## config.mk

```make
export PLATFORM = sky130hd
export DESIGN_NAME = cob_operand_bus
export DESIGN_NICKNAME = d
export VERILOG_FILES = /design/src/core/cob_pkg.sv /design/src/core/cob_operand_bus.sv
export SDC_FILE = /design/constraint.sdc
export NUM_CORES = 1
export LEC_CHECK = 0
export BUFFER_PORTS_ARGS = -buffer_cell sky130_fd_sc_hd__buf_2
export CAP_MARGIN = 20
export CORE_UTILIZATION = 40
export CTS_BUF_LIST = sky130_fd_sc_hd__clkbuf_2
export DETAILED_ROUTE_END_ITERATION = 16
export PLACE_DENSITY = 0.59
export SETUP_SLACK_MARGIN = 0.15
export SYNTH_ARGS = -nofsm -noshare
export SYNTH_HDL_FRONTEND = slang
export SYNTH_HIERARCHICAL = 1
export SYNTH_SLANG_ARGS = --single-unit
```

## constraint.sdc

```tcl
create_clock -name sys_clk -period 13.8 [get_ports sys_clk]
set_clock_uncertainty 0.05 [all_clocks]
set_input_delay 0 -clock sys_clk [delete_from_list [all_inputs] [get_ports sys_clk]]
set_output_delay 0 -clock sys_clk [all_outputs]
set_load 0.01 [all_outputs]
```

## src/core/cob_pkg.sv

```systemverilog
`default_nettype none
package cob_pkg;
  localparam int ADDR_W = 20;
  localparam int DATA_W = 16;
  localparam int BYTE_W = 8;
  localparam int FIFO_DEPTH = 32;
  localparam int STORE_W = 80;
  localparam logic [4:0] ESC_PATTERN = 5'h1B;
  localparam logic [1:0] MOD_REGISTER = 2'h3;
  localparam int STORE_BIT = 4;
  localparam logic [3:0] BYTES_SHORT = 4'h4;
  localparam logic [3:0] BYTES_LONG = 4'h8;
  localparam logic [3:0] BYTES_TEMP = 4'hA;
  localparam logic [3:0] BYTES_WORD = 4'h2;
  localparam logic [1:0] SIZE_BYTE = 2'h1;
  localparam logic [1:0] SIZE_WORD = 2'h2;
  localparam logic [1:0] BE_WORD = 2'h3;
  localparam logic [1:0] BE_LOW = 2'h1;
  localparam logic [1:0] BE_HIGH = 2'h2;

  typedef struct packed {
    logic [7:0] opcode;
    logic [7:0] modrm;
  } cob_instr_t;

  typedef struct packed {
    logic              addrStrobe;
    logic [ADDR_W-1:0] addr;
    logic              dataStrobe;
    logic [DATA_W-1:0] data;
  } cob_snoop_t;

  typedef struct packed {
    logic              cycle;
    logic              write;
    logic [ADDR_W-1:0] addr;
    logic [1:0]        byteEn;
    logic [DATA_W-1:0] data;
  } cob_mst_t;

  typedef enum logic [3:0] {
    S_IDLE  = 4'h0,
    S_ADDR  = 4'h1,
    S_DUMMY = 4'h3,
    S_COLL  = 4'h2,
    S_REQ   = 4'h6,
    S_WGNT  = 4'h7,
    S_XFER  = 4'h5,
    S_REL   = 4'h4,
    S_EXEC  = 4'hC
  } cob_state_t;

  function automatic logic [3:0] opBytes(input logic [1:0] fmt);
    case (fmt)
      2'h0: opBytes = BYTES_SHORT;
      2'h1: opBytes = BYTES_LONG;
      2'h2: opBytes = BYTES_TEMP;
      default: opBytes = BYTES_WORD;
    endcase
  endfunction

  function automatic logic [1:0] xferSize(input logic wide, input logic a0,
                                          input logic [3:0] left);
    xferSize = (wide && !a0 && left >= BYTES_WORD) ? SIZE_WORD : SIZE_BYTE;
  endfunction

  function automatic logic [7:0] laneByte(input logic wide, input logic a0,
                                          input logic [DATA_W-1:0] d);
    laneByte = (wide && a0) ? d[DATA_W-1 -: BYTE_W] : d[BYTE_W-1:0];
  endfunction
endpackage
`default_nettype wire

```

## src/core/cob_operand_bus.sv

```systemverilog
// Behaviour
// - Capture and hold the full 20-bit operand address from the host bus.
// - Sign byte sits highest; least significant bytes sit at lowest addresses.
// - Word integer keeps the host's two's-complement byte layout unchanged.
// - On a load, latch the first operand word during the host dummy read.
// - Operands are whole words; longer loads request the bus at once.
// - After grant, run cycles with rising address, then release; a load executes after the release.
// - On a store, both sides ignore data seen during the dummy read.
// - On a store, request the bus only once the result is ready.
// - With an 8-bit host, move one byte per bus cycle.
// - With a 16-bit host, even words take one cycle, odd words two.
// - Odd multiword operands: one byte first, then words, then last byte.
// - A store always targets the address captured at the dummy read.
// - Track the host stream; non-escape instructions are no-operations.
// - Busy stays active while an instruction executes; it feeds host test.
// - Ignore the host sync instruction; host stalls while test is active.
// - The instruction after a sync is decoded by both sides together.
// - Handshake uses single pulses: request, grant, then release.
// - Holding the bus, transfer back to back and release immediately; load cycles pause while the operand buffer is full.
`timescale 1ns/1ps
`default_nettype none
module cob_fifo #(
  parameter int WIDTH = 16,
  parameter int DEPTH = 32
) (
  input  wire logic             sys_clk,
  input  wire logic             rst_n,
  input  wire logic             inValid,
  output logic                  inReady,
  input  wire logic [WIDTH-1:0] inData,
  output logic                  outValid,
  input  wire logic             outReady,
  output logic      [WIDTH-1:0] outData
);
  localparam int AW = $clog2(DEPTH);
  logic [WIDTH-1:0] mem [DEPTH];
  logic [AW-1:0]    wrPtr, rdPtr, next_wrPtr, next_rdPtr;
  logic [AW:0]      count, next_count;
  logic             doWr, doRd;

  assign inReady  = (count != (AW+1)'(DEPTH));
  assign outValid = (count != '0);
  assign outData  = mem[rdPtr];

  always_comb begin
    doWr       = inValid && inReady;
    doRd       = outValid && outReady;
    next_wrPtr = doWr ? wrPtr + 1'b1 : wrPtr;
    next_rdPtr = doRd ? rdPtr + 1'b1 : rdPtr;
    next_count = count + (AW+1)'(doWr) - (AW+1)'(doRd);
  end

  always_ff @(posedge sys_clk) begin
    if (!rst_n) begin
      wrPtr <= '0;
      rdPtr <= '0;
      count <= '0;
    end else begin
      wrPtr <= next_wrPtr;
      rdPtr <= next_rdPtr;
      count <= next_count;
    end
  end

  always_ff @(posedge sys_clk) begin
    if (doWr) begin
      mem[wrPtr] <= inData;
    end
  end
endmodule

module cob_operand_bus (
  input  wire logic                       sys_clk,
  input  wire logic                       rst_n,
  input  wire logic                       busWide16Strap,
  input  wire logic                       instrValid,
  input  wire cob_pkg::cob_instr_t        instr,
  input  wire cob_pkg::cob_snoop_t        snoop,
  input  wire logic                       hbhIn_n,
  output logic                            hbhOut,
  output logic                            hbhOe_n,
  output cob_pkg::cob_mst_t               mst,
  input  wire logic                       mstReady,
  input  wire logic [cob_pkg::DATA_W-1:0] mstRdData,
  output logic                            busy,
  output logic                            execStart,
  output cob_pkg::cob_instr_t             execOp,
  input  wire logic                       execDone,
  output logic      [cob_pkg::DATA_W-1:0] opData,
  output logic                            opValid,
  input  wire logic                       opReady,
  input  wire logic [cob_pkg::DATA_W-1:0] resData,
  input  wire logic                       resValid,
  output logic                            resReady
);
  import cob_pkg::*;

  cob_state_t         state, next_state;
  logic [ADDR_W-1:0]  savedAddr, next_savedAddr, curAddr, next_curAddr;
  logic [3:0]         total, next_total, remain, next_remain;
  logic [2:0]         collected, next_collected;
  logic [STORE_W-1:0] storeBuf, next_storeBuf;
  logic [7:0]         hold, next_hold;
  logic               haveHalf, next_haveHalf, isStore, next_isStore;
  logic               pulse, next_pulse, next_execStart, next_busy;
  cob_instr_t         next_execOp;
  cob_mst_t           next_mst;
  logic               strapMeta, strapSync, wide;
  logic               takeIn, issue, pushValid, pushReady;
  logic [1:0]         inSize, size, ns;
  logic [DATA_W-1:0]  inData, pushWord;
  logic [7:0]         inByte;
  localparam int FILL_W = $clog2(FIFO_DEPTH) + 1;
  logic [FILL_W-1:0]  fill, next_fill;

  // The strap pin is synchronised, sampled while reset is asserted, then held.
  always_ff @(posedge sys_clk) begin
    strapMeta <= busWide16Strap;
    strapSync <= strapMeta;
    if (!rst_n) begin
      wide <= strapSync;
    end
  end

  assign hbhOut   = 1'b0;
  assign hbhOe_n  = !pulse;
  assign resReady = (state == S_COLL);
  assign size     = xferSize(wide, curAddr[0], remain);

  always_comb begin
    next_state     = state;
    next_savedAddr = savedAddr;
    next_curAddr   = curAddr;
    next_total     = total;
    next_remain    = remain;
    next_collected = collected;
    next_storeBuf  = storeBuf;
    next_hold      = hold;
    next_haveHalf  = haveHalf;
    next_isStore   = isStore;
    next_execOp    = execOp;
    next_execStart = 1'b0;
    next_pulse     = 1'b0;
    next_mst       = mst;
    takeIn         = 1'b0;
    issue          = 1'b0;
    inSize         = size;
    inData         = mstRdData;
    pushValid      = 1'b0;
    pushWord       = '0;
    inByte         = '0;
    case (state)
      S_IDLE: begin
        if (instrValid && instr.opcode[7:3] == ESC_PATTERN) begin
          next_execOp  = instr;
          next_isStore = instr.modrm[STORE_BIT];
          next_total   = opBytes(instr.opcode[2:1]);
          if (instr.modrm[7:6] == MOD_REGISTER) begin
            next_execStart = 1'b1;
            next_state     = S_EXEC;
          end else begin
            next_state = S_ADDR;
          end
        end
      end
      S_ADDR: begin
        if (snoop.addrStrobe) begin
          next_savedAddr = snoop.addr;
          next_curAddr   = snoop.addr;
          next_remain    = total;
          next_state     = S_DUMMY;
        end
      end
      S_DUMMY: begin
        inSize = xferSize(wide, curAddr[0], BYTES_WORD - (total - remain));
        inData = snoop.data;
        if (snoop.dataStrobe) begin
          takeIn       = !isStore;
          next_curAddr = curAddr + ADDR_W'(inSize);
          next_remain  = remain - 4'(inSize);
          if (total - next_remain >= BYTES_WORD) begin
            if (isStore) begin
              next_curAddr   = savedAddr;
              next_remain    = total;
              next_collected = '0;
              next_execStart = 1'b1;
              next_state     = S_COLL;
            end else if (next_remain == '0) begin
              next_execStart = 1'b1;
              next_state     = S_EXEC;
            end else begin
              next_state = S_REQ;
            end
          end
        end
      end
      S_COLL: begin
        if (resValid) begin
          next_storeBuf[{collected, 4'h0} +: DATA_W] = resData;
          next_collected = collected + 3'h1;
          if (next_collected == total[3:1]) begin
            next_state = S_REQ;
          end
        end
      end
      S_REQ: begin
        next_pulse = 1'b1;
        next_state = S_WGNT;
      end
      S_WGNT: begin
        if (!hbhIn_n && !pulse) begin
          next_state = S_XFER;
          issue      = 1'b1;
        end
      end
      S_XFER: begin
        if (mst.cycle && mstReady) begin
          takeIn        = !isStore;
          next_curAddr  = curAddr + ADDR_W'(size);
          next_remain   = remain - 4'(size);
          next_storeBuf = storeBuf >> {size, 3'h0};
          if (next_remain == '0) begin
            next_state = S_REL;
          end else begin
            issue = 1'b1;
          end
        end else if (!mst.cycle) begin
          issue = 1'b1;
        end
      end
      S_REL: begin
        next_pulse = 1'b1;
        if (isStore) begin
          next_state = S_IDLE;
        end else begin
          next_execStart = 1'b1;
          next_state     = S_EXEC;
        end
      end
      S_EXEC: begin
        if (execDone) begin
          next_state = S_IDLE;
        end
      end
      default: next_state = S_IDLE;
    endcase

    // low address bytes fill the low half.
    // words kept in host byte order.
    inByte = laneByte(wide, curAddr[0], inData);
    if (takeIn) begin
      if (inSize == SIZE_WORD) begin
        pushValid = 1'b1;
        pushWord  = haveHalf ? {inData[BYTE_W-1:0], hold} : inData;
        next_hold = inData[DATA_W-1 -: BYTE_W];
      end else if (haveHalf) begin
        pushValid     = 1'b1;
        pushWord      = {inByte, hold};
        next_haveHalf = 1'b0;
      end else begin
        next_hold     = inByte;
        next_haveHalf = 1'b1;
      end
    end

    // room for a word in flight.
    next_fill = fill + FILL_W'(pushValid && pushReady) - FILL_W'(opValid && opReady);
    // wide host word or byte cycles.
    ns = xferSize(wide, next_curAddr[0], next_remain);
    if (issue && (isStore || next_fill < FILL_W'(FIFO_DEPTH))) begin
      next_mst.cycle  = 1'b1;
      next_mst.write  = isStore;
      next_mst.addr   = next_curAddr;
      next_mst.byteEn = !wide ? BE_LOW : (ns == SIZE_WORD) ? BE_WORD
                      : (next_curAddr[0] ? BE_HIGH : BE_LOW);
      next_mst.data   = (ns == SIZE_WORD) ? next_storeBuf[DATA_W-1:0]
                      : {2{next_storeBuf[BYTE_W-1:0]}};
    end else if (mstReady || state != S_XFER) begin
      next_mst.cycle = 1'b0;
    end
    next_busy = (next_state != S_IDLE);
  end

  always_ff @(posedge sys_clk) begin
    if (!rst_n) begin
      state     <= S_IDLE;
      savedAddr <= '0;
      curAddr   <= '0;
      total     <= '0;
      remain    <= '0;
      collected <= '0;
      storeBuf  <= '0;
      hold      <= '0;
      haveHalf  <= 1'b0;
      isStore   <= 1'b0;
      execOp    <= '0;
      execStart <= 1'b0;
      pulse     <= 1'b0;
      mst       <= '0;
      busy      <= 1'b0;
      fill      <= '0;
    end else begin
      state     <= next_state;
      savedAddr <= next_savedAddr;
      curAddr   <= next_curAddr;
      total     <= next_total;
      remain    <= next_remain;
      collected <= next_collected;
      storeBuf  <= next_storeBuf;
      hold      <= next_hold;
      haveHalf  <= next_haveHalf;
      isStore   <= next_isStore;
      execOp    <= next_execOp;
      execStart <= next_execStart;
      pulse     <= next_pulse;
      mst       <= next_mst;
      busy      <= next_busy;
      fill      <= next_fill;
    end
  end

  cob_fifo #(.WIDTH(DATA_W), .DEPTH(FIFO_DEPTH)) u_fifo (
    .sys_clk  (sys_clk),
    .rst_n    (rst_n),
    .inValid  (pushValid),
    .inReady  (pushReady),
    .inData   (pushWord),
    .outValid (opValid),
    .outReady (opReady),
    .outData  (opData)
  );
endmodule
`default_nettype wire

```

### Yosys cells after proc, flatten, opt, wreduce, memory -nomap -nowiden

Memory sizes are Yosys's and may differ from the RTL's. A register that Yosys moved wholly into a read port is not among the register bits.
Index checks and enable logic that the tools add are counted.

| word-level totals | value |
|---|---|
| memories kept | 1 |
| bits in writable memories | 512 |
| output and inout bits | 78 |
| register bits | 229 |

| cells by class | value |
|---|---|
| magnitude comparators | 5 |
| multiplexer cells | 80 |
| bitwise logic cells | 1 |
| shifts and indexed selects | 3 |
| add/sub/neg operators | 15 |
| eq/ne operators | 23 |
| reductions and logical operators | 35 |

Memories:

| memory | words | width | rd ports | clocked after memory_dff | write ports | line | text |
|---|---|---|---|---|---|---|---|
| u_fifo.mem | 32 | 16 | 1 | 1 | 1 | cob_operand_bus.sv:36 | `logic [WIDTH-1:0] mem [DEPTH];` |

Operator list:

| operator | number |
|---|---|
| $mux W80 | 2 |
| $pmux W80 S2 | 1 |
| $mux W20 | 5 |
| $mux W16 | 6 |
| $bwmux W80 | 1 |
| $shift A16 B9 Y80 const A | 1 |
| $shiftx A16 B9 Y80 | 1 |
| $shr A80 B5 Y80 | 1 |
| $mux W4 | 19 |
| $pmux W20 S3 | 1 |
| $add A20 B2 Y20 | 2 |
| $pmux W4 S9 | 1 |
| $mux W8 | 3 |
| $pmux W4 S3 | 2 |
| $mux W1 | 22 |
| $eq A4 B3 Y1 const B | 4 |
| $ge A4 B2 Y1 const B | 4 |
| $mux W2 | 7 |
| $add A6 B1 Y6 | 2 |
| $logic_and A1 B1 Y1 | 12 |
| $logic_not A4 Y1 | 3 |
| $mux W3 | 4 |
| $sub A6 B1 Y6 | 2 |
| $add A5 B1 Y5 const B | 2 |
| other kinds (32) | 54 |

### Depth between registers and ports, before layout

Gate-level depths: netlist of the first run.

| depth | value |
|---|---|
| word-level depth | 18 |
| depth in mapped cells | 23 |
| mapped depth without buffers | 21 |

### By module

The synthesis of the first run kept the hierarchy.

Modules (own cells, without submodules):

| module | area an instance (µm²) | instances | cells an instance |
|---|---|---|---|
| cob_fifo | 20,712.4 | 1 | 1,070 |
| cob_operand_bus | 12,538.3 | 1 | 1,750 |

### Least setup slack after synthesis of the first run

OpenSTA, ideal clock, no wires.

| timing path | value |
|---|---|
| kind | register to register |
| from | reg remain[1] |
| to | reg mst[10] in the netlist's numbering |
| stages on the path, launching flop included | 23 |
| data required time | 13.671 ns |
| library setup time | 0.079 ns |
| clock period less this slack | 5.674 ns |
| data arrival time | 5.545 ns |
| path slack | 8.126 ns |
| path through | dfxtp_1 inv_1 ha_1 inv_1 fa_1 xor2_1 xnor2_1 o31ai_1 ha_1 inv_1 fa_1 inv_1 ha_1 inv_1 ha_1 and3b_1 clkbuf_1 o221ai_1 a2111oi_2 o31ai_2 or4_1 buf_6 o221ai_2 |

| on the way | value |
|---|---|
| word-level cells in the longest chain between the ends | 17 |

RTL lines:

| what | line | text |
|---|---|---|
| from (decl) | cob_operand_bus.sv:100 | `logic [3:0] total, next_total, remain, next_remain;` |
| from (signal assigned) | cob_operand_bus.sv:307 | `remain <= next_remain;` |
| branches (longest 17 deep; another with $sub A4 B4 Y4) | n/a |  |
| to (signal assigned) | cob_operand_bus.sv:316 | `mst <= next_mst;` |
| to (decl) | cob_operand_bus.sv:82 | `output cob_pkg::cob_mst_t mst,` |

Several ways; the timed one is not identified. The select of a mux whose other input is x is not followed.
A chain may end at the register's enable or synchronous reset.

### Final worst setup path of the first run

| timing path | value |
|---|---|
| from | reg remain[1] |
| to | reg mst[36] in the netlist's numbering |

| on the way | value |
|---|---|
| word-level cells in the longest chain between the ends | 15 |

RTL lines:

| what | line | text |
|---|---|---|
| $sub A4 B4 Y4 | cob_operand_bus.sv:175 | `inSize = xferSize(wide, curAddr[0], BYTES_WORD - (total - remain));` |
| $sub A2 B4 Y4 | cob_operand_bus.sv:175 |  |
| $ge A4 B2 Y1 | cob_pkg.sv:64 | `xferSize = (wide && !a0 && left >= BYTES_WORD) ? SIZE_WORD : SIZE_BYTE;` |
| $logic_and A1 B1 Y1 | cob_pkg.sv:64 |  |
| $mux W2 | cob_pkg.sv:64 |  |
| $mux W2 * | cob_operand_bus.sv:152 | `case (state)` |
| $eq A2 B2 Y1 * | cob_operand_bus.sv:252 | `if (inSize == SIZE_WORD) begin` |
| $mux W1 * | cob_operand_bus.sv:252 |  |
| $mux W1 * | cob_operand_bus.sv:251 | `if (takeIn) begin` |
| net pushValid | cob_operand_bus.sv:109 | `logic takeIn, issue, pushValid, pushReady;` |
| $logic_and A1 B1 Y1 * | cob_operand_bus.sv:267 | `next_fill = fill + FILL_W'(pushValid && pushReady) - FILL_W'(opValid && opReady);` |
| $add A6 B1 Y6 * | cob_operand_bus.sv:267 |  |
| $sub A6 B1 Y6 * | cob_operand_bus.sv:267 |  |
| $lt A6 B6 Y1 * | cob_operand_bus.sv:270 | `if (issue && (isStore \|\| next_fill < FILL_W'(FIFO_DEPTH))) begin` |
| $logic_or A1 B1 Y1 * | cob_operand_bus.sv:270 |  |
| $logic_and A1 B1 Y1 * | cob_operand_bus.sv:270 |  |

The timed path passes the listed nets; every way through them passes the cells marked *.

==> results of run 1 <==
[metal layers]
| metal | up-vias | GRT usage, % | share of wire, % |
|---|---|---|---|
| met3 | 209 | 4.34 | 6.1 |
| met2 | 974 | 40.0 | 51 |
| met5 | - | 0 | 0 |
| met1 | 12642 | 27.8 | 41 |
| met4 | 0 | 8.99 | 2.8 |
| li1 | 11790 | - | - |
[sequential cells by signal, summed over array words and instances, names as in the netlist, 3 cells and up, named ones only]
name	count
curAddr	20
hold	8
execOp	16
savedAddr	20
remain	4
state	4
total	3
u_fifo/mem	512
u_fifo/wrPtr	5
u_fifo/rdPtr	5
fill	6
storeBuf	80
u_fifo/count	6
collected	3
mst	40
[cells in the final DEF (no fill, tap or decap), types with 10 or more instances in the layout]
master         instances
ha_1                  41
o21ai_0               57
or3_1                 14
o21a_1                12
nor3_1                46
nor2b_1               10
a221oi_1              11
edfxtp_1             513
nor2_2                15
nor2_1               161
clkbuf_2             263
dlygate4sd3_1        308
nand2_1              370
a211oi_1              16
xnor2_1               18
o31ai_1               12
and2_1                29
buf_2                170
dfxtp_1              229
and3_1                13
nand3_1              110
nand4_1               26
clkinv_1              65
mux4_2                58
mux2i_1              148
a31oi_1               19
o211ai_1              65
xor2_1                16
inv_1                 61
a21oi_1              285
buf_4                 74
a22oi_1              101
[timing repair]
action / 4_1_cts / 5_1_grt
hold endpoints to repair: 741 / 0
setup buffers: 0 / 0
hold buffers: 310 / 0
[worst min path at each step]
stage,start,end,slack [ns],depth (start not counted)
after floorplan,busWide16Strap,strapMeta,-0.02,0
after global placement,busWide16Strap,strapMeta,0.06,1
after detailed placement,busWide16Strap,strapMeta,0.05,1
after CTS,mstRdData[13],u_fifo/mem[25][13],0.005,9
after global routing,snoop[37],savedAddr[8],-0.01,5
final,snoop[37],savedAddr[8],0.08,5
[power by group through the flow]
stage          sequential (uW)  clock, uW  combinational, uW
3_3_place_gp              2450          0                400
4_1_cts                   2400       1550                459
3_5_place_dp              2450          0                412
2_1_floorplan             2430          0                293
5_1_grt                   2400       1660                498
6_report                  2400       1500                461
[cells in the mapped netlist (46+ instances only)]
cell and instances:
mux4_2 58, nor2_1 180, a22oi_1 101, nor3_1 46
nand2_1 371, dfxtp_1 231, inv_1 62, nand3_1 110
o211ai_1 65, o21ai_0 58, a21oi_1 285, edfxtp_1 513
clkbuf_1 129, mux2i_1 148
[logic make-up after synthesis]
kind of cell | count (synthesis) | share of synthesized area [%]
flops | 744 | 60.2
compound gates | 657 | 12.7
buf+inv | 268 | 3.52
simple gates | 852 | 11.6
other cells | 1 | 0.0113
xor+xnor | 37 | 1.08
fa+ha+maj | 47 | 1.90
mux | 214 | 8.93
[worst max-delay path: stages (launching register included)]
cell,delay (ns)
dfxtp_1,0.60
inv_1,0.16
ha_1,0.33
inv_1,0.06
fa_1,0.44
xor2_1,0.18
xnor2_1,0.12
o31ai_1,0.62
mux2_2,0.56
a21oi_1,0.24
nand2_1,0.12
ha_1,0.19
inv_1,0.06
ha_1,0.28
a21oi_1,0.25
o211ai_1,0.14
a21oi_1,0.18
xnor2_1,0.24
o21a_1,0.16
buf_4,0.43
o21ai_0,0.12
dlygate4sd3_1,0.61
a41oi_1,0.19
dlygate4sd3_1,0.57
[metrics by stage]
stage / std cells / total power (uW) / area, sq um / hold WS (ns) / setup WS (ns)
after floorplan: 2820 / 2730 / 33300 / -0.0223 / 8.13
after global placement: 3931 / 2850 / 35200 / 0.0588 / 7.35
after detailed placement: 3932 / 2860 / 35200 / 0.0544 / 7.19
after CTS: 4583 / 4400 / 40000 / 0.00463 / 6.93
after global routing: 4593 / 4560 / 40100 / -0.0125 / 6.46
final: 4593 / 4360 / 40100 / 0.0828 / 6.84
[cell type report]
type                       instances  area [sq um]
fill                            7256         42000
inverter                          66           249
sequential                       744         20000
multi-input combinational       1808         12200
timing repair buffer             558          4620
clock inverter                    78           410
clock buffer                     263          1320
antenna                            6          15.0
tap                             1070          1340
==> results.cfg, run 1 <==
[run_status]
status = complete, no violations

[power]
power_frac_comb_pct = 10.6
powerDensity_nw_per_um2 = 109
power_leakage_uw = 0.0124
switching_power_uw = 1210
p_clk_share_pct = 34.4
p_sw_share_pct = 27.8
irDropWorstVdd_uv = 68.8
intPower_uw = 3140
share_seq_of_total_power_pct = 55.1

[floorplanning]
core_sq_um = 82100
pin_count = 173
die_x_um = 290
rows = 105
fp.dieH_um = 290
die_area_sq_um = 84300
initial_core_util_pct = 40.5

[drt]
vias_per_cell = 5.58
totalWireLength_mm = 97.6
via_count = 25615
drc_errors = 0
first_pass_iters = 7
ant_nets = 0
drt-initial-drc-count = 2126
drt-wirelength-per-cell_um = 21.2

[logic_synthesis]
synth_fp_nets = 2962
async_flop_share_pct = 0
synth_edf_count = 513
synth_cell_type_count = 89
synth.top_cell.area_share_pct = 46.3
synth_area_per_cell_sq_um = 11.8
yosysWarnings = 6
yosysTopAreaCell = edfxtp_1
synth-main-ff-cell = edfxtp_1
ys_ff_latch = 744
netlist_instances = 2820
yosysSeqAreaShare_pct = 60.2
synth_area_sq_um = 33300
synthTopCellsByArea = edfxtp_1 (46%), dfxtp_1 (14%), mux2i_1 (4.5%), a21oi_1 (4.3%), nand2_1 (4.2%)

[layout]
utilization_pct = 48.9
syn_to_final_growth_pct = 20.7
finalNetCount = 3513
layout-drive-gt1-share_pct = 18.5

[setup_path]
r2r_start = remain[1]
rr_worst_depth = 23
worst_setup_path_end_kind = register
crit_required_ns = 15.06
cp-startpoint = remain[1]
start_kind = register
crit_end = mst[36]
cp_data_arrival_time_ns = 8.22
path_class = reg -> reg
rr_endpoint = mst[36]
rrSetupSlack_ns = 6.84
critPathMaxFanout = 49

[global_route]
antenna_found_initial = 4
grt_max_degree = 76
grt-ovfl-total = 0
grt_usage_pct = 22.9
grt_first_pass_wirelength_mm = 150
grt_pass1_vias = 26240

[cts]
htreeDepth = 4
numClockSinks = 744
clkTransAtPathRegs_ns = 0.11
cts_root_buf = clkbuf_2
clk_path_buf_depth = 3
cts_buffers = 193
tritoncts = yes
clk-insertion-delay-late_ns = 1.42
postCtsResizedCells = 0

[timing]
period_share_pct = 50.4
fin_crit_ns = 6.96
fmax_ghz = 0.144
finalSetupViolCount = 0
drv_slew = 0
rsz0062_at_grt = false
max_slew_margin_pct = 25.6
tns_ns = 0
worst_pin_slew_ns = 1.11
hold_viol_final = 0

[placement]
port_buffers = 171
routabilityCongestion = 0.866
hpwlAfterDp_mm = 56.8

[run]
drv_cap = 0

[min_path]
hp-class = in -> reg
Note: power is estimated with default switching activity, not from simulation.
==> run 2, diff against run 1 <==
clock period = 7.13 ns   (was 13.8 ns; I/O delays follow)
==> results.cfg, run 2 (synthesis gave the netlist of run 1 again) <==
[layout]
finalNetCount = 3518
layout_common_cells = edfxtp_1 (513), nand2_1 (370), dlygate4sd3_1 (314)
final-seq-area_sq_um = 20000
regMostFlops = u_fifo/mem
nFillCells = 7305
layout-drive-gt1-share_pct = 19.2
syn_to_final_growth_pct = 21.3
largest_reg_flops = 512
multi_input_area_sq_um = 12200
reg_top3 = u_fifo/mem (512), storeBuf (80), mst (40)
final_common_cell = edfxtp_1

[setup_path]
crit_slowest_cell = dlygate4sd3_1
start_kind = register
rr_worst_depth = 24
rrSetupSlack_ns = 0.69
crit_required_ns = 8.29
max_stage_delay_ns = 0.64
cp_data_arrival_time_ns = 7.60
path_class = reg -> reg
worstPathCellList = inv_1 -> ha_1 -> inv_1 -> fa_1 -> xor2_1 -> xnor2_1 -> o31ai_1 -> buf_4 -> mux2_2 -> a21oi_1 -> nand2_1 -> ha_1 -> inv_1 -> ha_1 -> a21oi_1 -> o211ai_1 -> a21oi_1 -> xnor2_1 -> o21a_1 -> dlygate4sd3_1 -> buf_4 -> nor2_1 -> nand2_1 -> o221ai_2
critPathMaxFanout = 45
worst_setup_path_end_kind = register

[run]
drv_cap = 0

[floorplanning]
pin_count = 173
fp.dieH_um = 290
initial_core_util_pct = 40.5
die_x_um = 290
rows = 105
core_sq_um = 82100
die_area_sq_um = 84300

[power]
irDropWorstVdd_uv = 198
powerDensity_nw_per_um2 = 214
power_uw = 8630
power_leakage_uw = 0.0126

[timing]
rsz0062_at_grt = false
fin_crit_ns = 6.44
period_share_pct = 90.3
max_slew_margin_pct = 25.1
worst_pin_slew_ns = 1.11
finalSetupViolCount = 0
tns_ns = 0
fmax_ghz = 0.155
hold_viol_final = 0
drv_slew = 0
worst_slack_ns = 0.691

[global_route]
grt_pass1_vias = 26226
grt_max_degree = 138
grt-ovfl-total = 0
antenna_found_initial = 2
grt_first_pass_wirelength_mm = 148
grt_usage_pct = 22.5

[drt]
drt-met1-wl_mm = 39.0
via_count = 25657
drc_errors = 0
highest_layer = met4
drt-wirelength-per-cell_um = 20.8
wl_met2_mm = 48.5
totalWireLength_mm = 95.9
first_pass_iters = 5
drt-initial-drc-count = 1908
vias_per_cell = 5.58
ant_nets = 0
wl_met3_mm = 5.40

[cts]
tritoncts = yes
cts_root_buf = clkbuf_2
clk-insertion-delay-late_ns = 1.40
clk_path_buf_depth = 3
clkTransAtPathRegs_ns = 0.11
htreeDepth = 4
cts_buffers = 191
postCtsResizedCells = 0
numClockSinks = 744

[placement]
port_buffers = 171
dp_worst_setup_slack_ns = 1.04
hpwlAfterDp_mm = 56.4
routabilityCongestion = 0.874

[min_path]
hold_depth = 5
hp-class = in -> reg

[run_status]
status = complete, no violations
-- run 2: metal layers --
| metal | vias up | GRT usage (%) |
|---|---|---|
| met5 | - | 0 |
| met4 | 0 | 10.1 |
| met3 | 216 | 4.03 |
| met2 | 970 | 39.5 |
| met1 | 12662 | 26.9 |
| li1 | 11809 | - |
-- run 2: per-stage QoR --
stage                     area [sq um]  util (%)  hold WS (ns)  cells
after floorplan                  33300         -       -0.0223   2820
after global placement           35200      42.9        0.0600   3933
after detailed placement         35200      42.9        0.0615   3934
after CTS                        40300      49.0       0.00615   4594
after global routing             40300      49.1        0.0964   4600
final                            40300      49.1         0.195   4600
-- run 2: final timing paths --
| check | from | end |
|---|---|---|
| worst min register to register | strapMeta | strapSync |
| worst min-delay path | opReady | u_fifo/rdPtr[1] |
| worst max register to register | remain[1] | mst[11] |
| worst max-delay path | remain[1] | mst[11] |
-- run 2: timing repair --
| action | CTS | global route |
|---|---|---|
| buffers inserted | 0 | 0 |
| hold endpoints to repair | 742 | 1 |
| hold buffers | 315 | 1 |
-- run 2: final cells by class --
type	count	share of cell area [%]
antenna	2	0.0124
inverter	66	0.617
clock buffer	278	3.45
clock inverter	67	1.16
multi-input combinational	1808	30.2
tap	1070	3.32
sequential	744	49.7
timing repair buffer	565	11.6
-- run 2: report_power, final --
group | internal, uW | switching [uW]
clock network | 1190 | 1850
registers | 4590 | 58.9
logic | 397 | 549
total | 6180 | 2460
-- run 2: worst max-delay path: cells and delay by family, from the launching register on --
kind / cells / cell delay (ns)
adders and majority gates: 4 / 1.21
buffers and inverters: 6 / 1.51
muxes: 1 / 0.42
xor gates and xnor gates: 3 / 0.82
DFF: 1 / 0.58
AOI/OAI and AO/OA: 7 / 1.16
and+or+nand+nor: 3 / 0.50
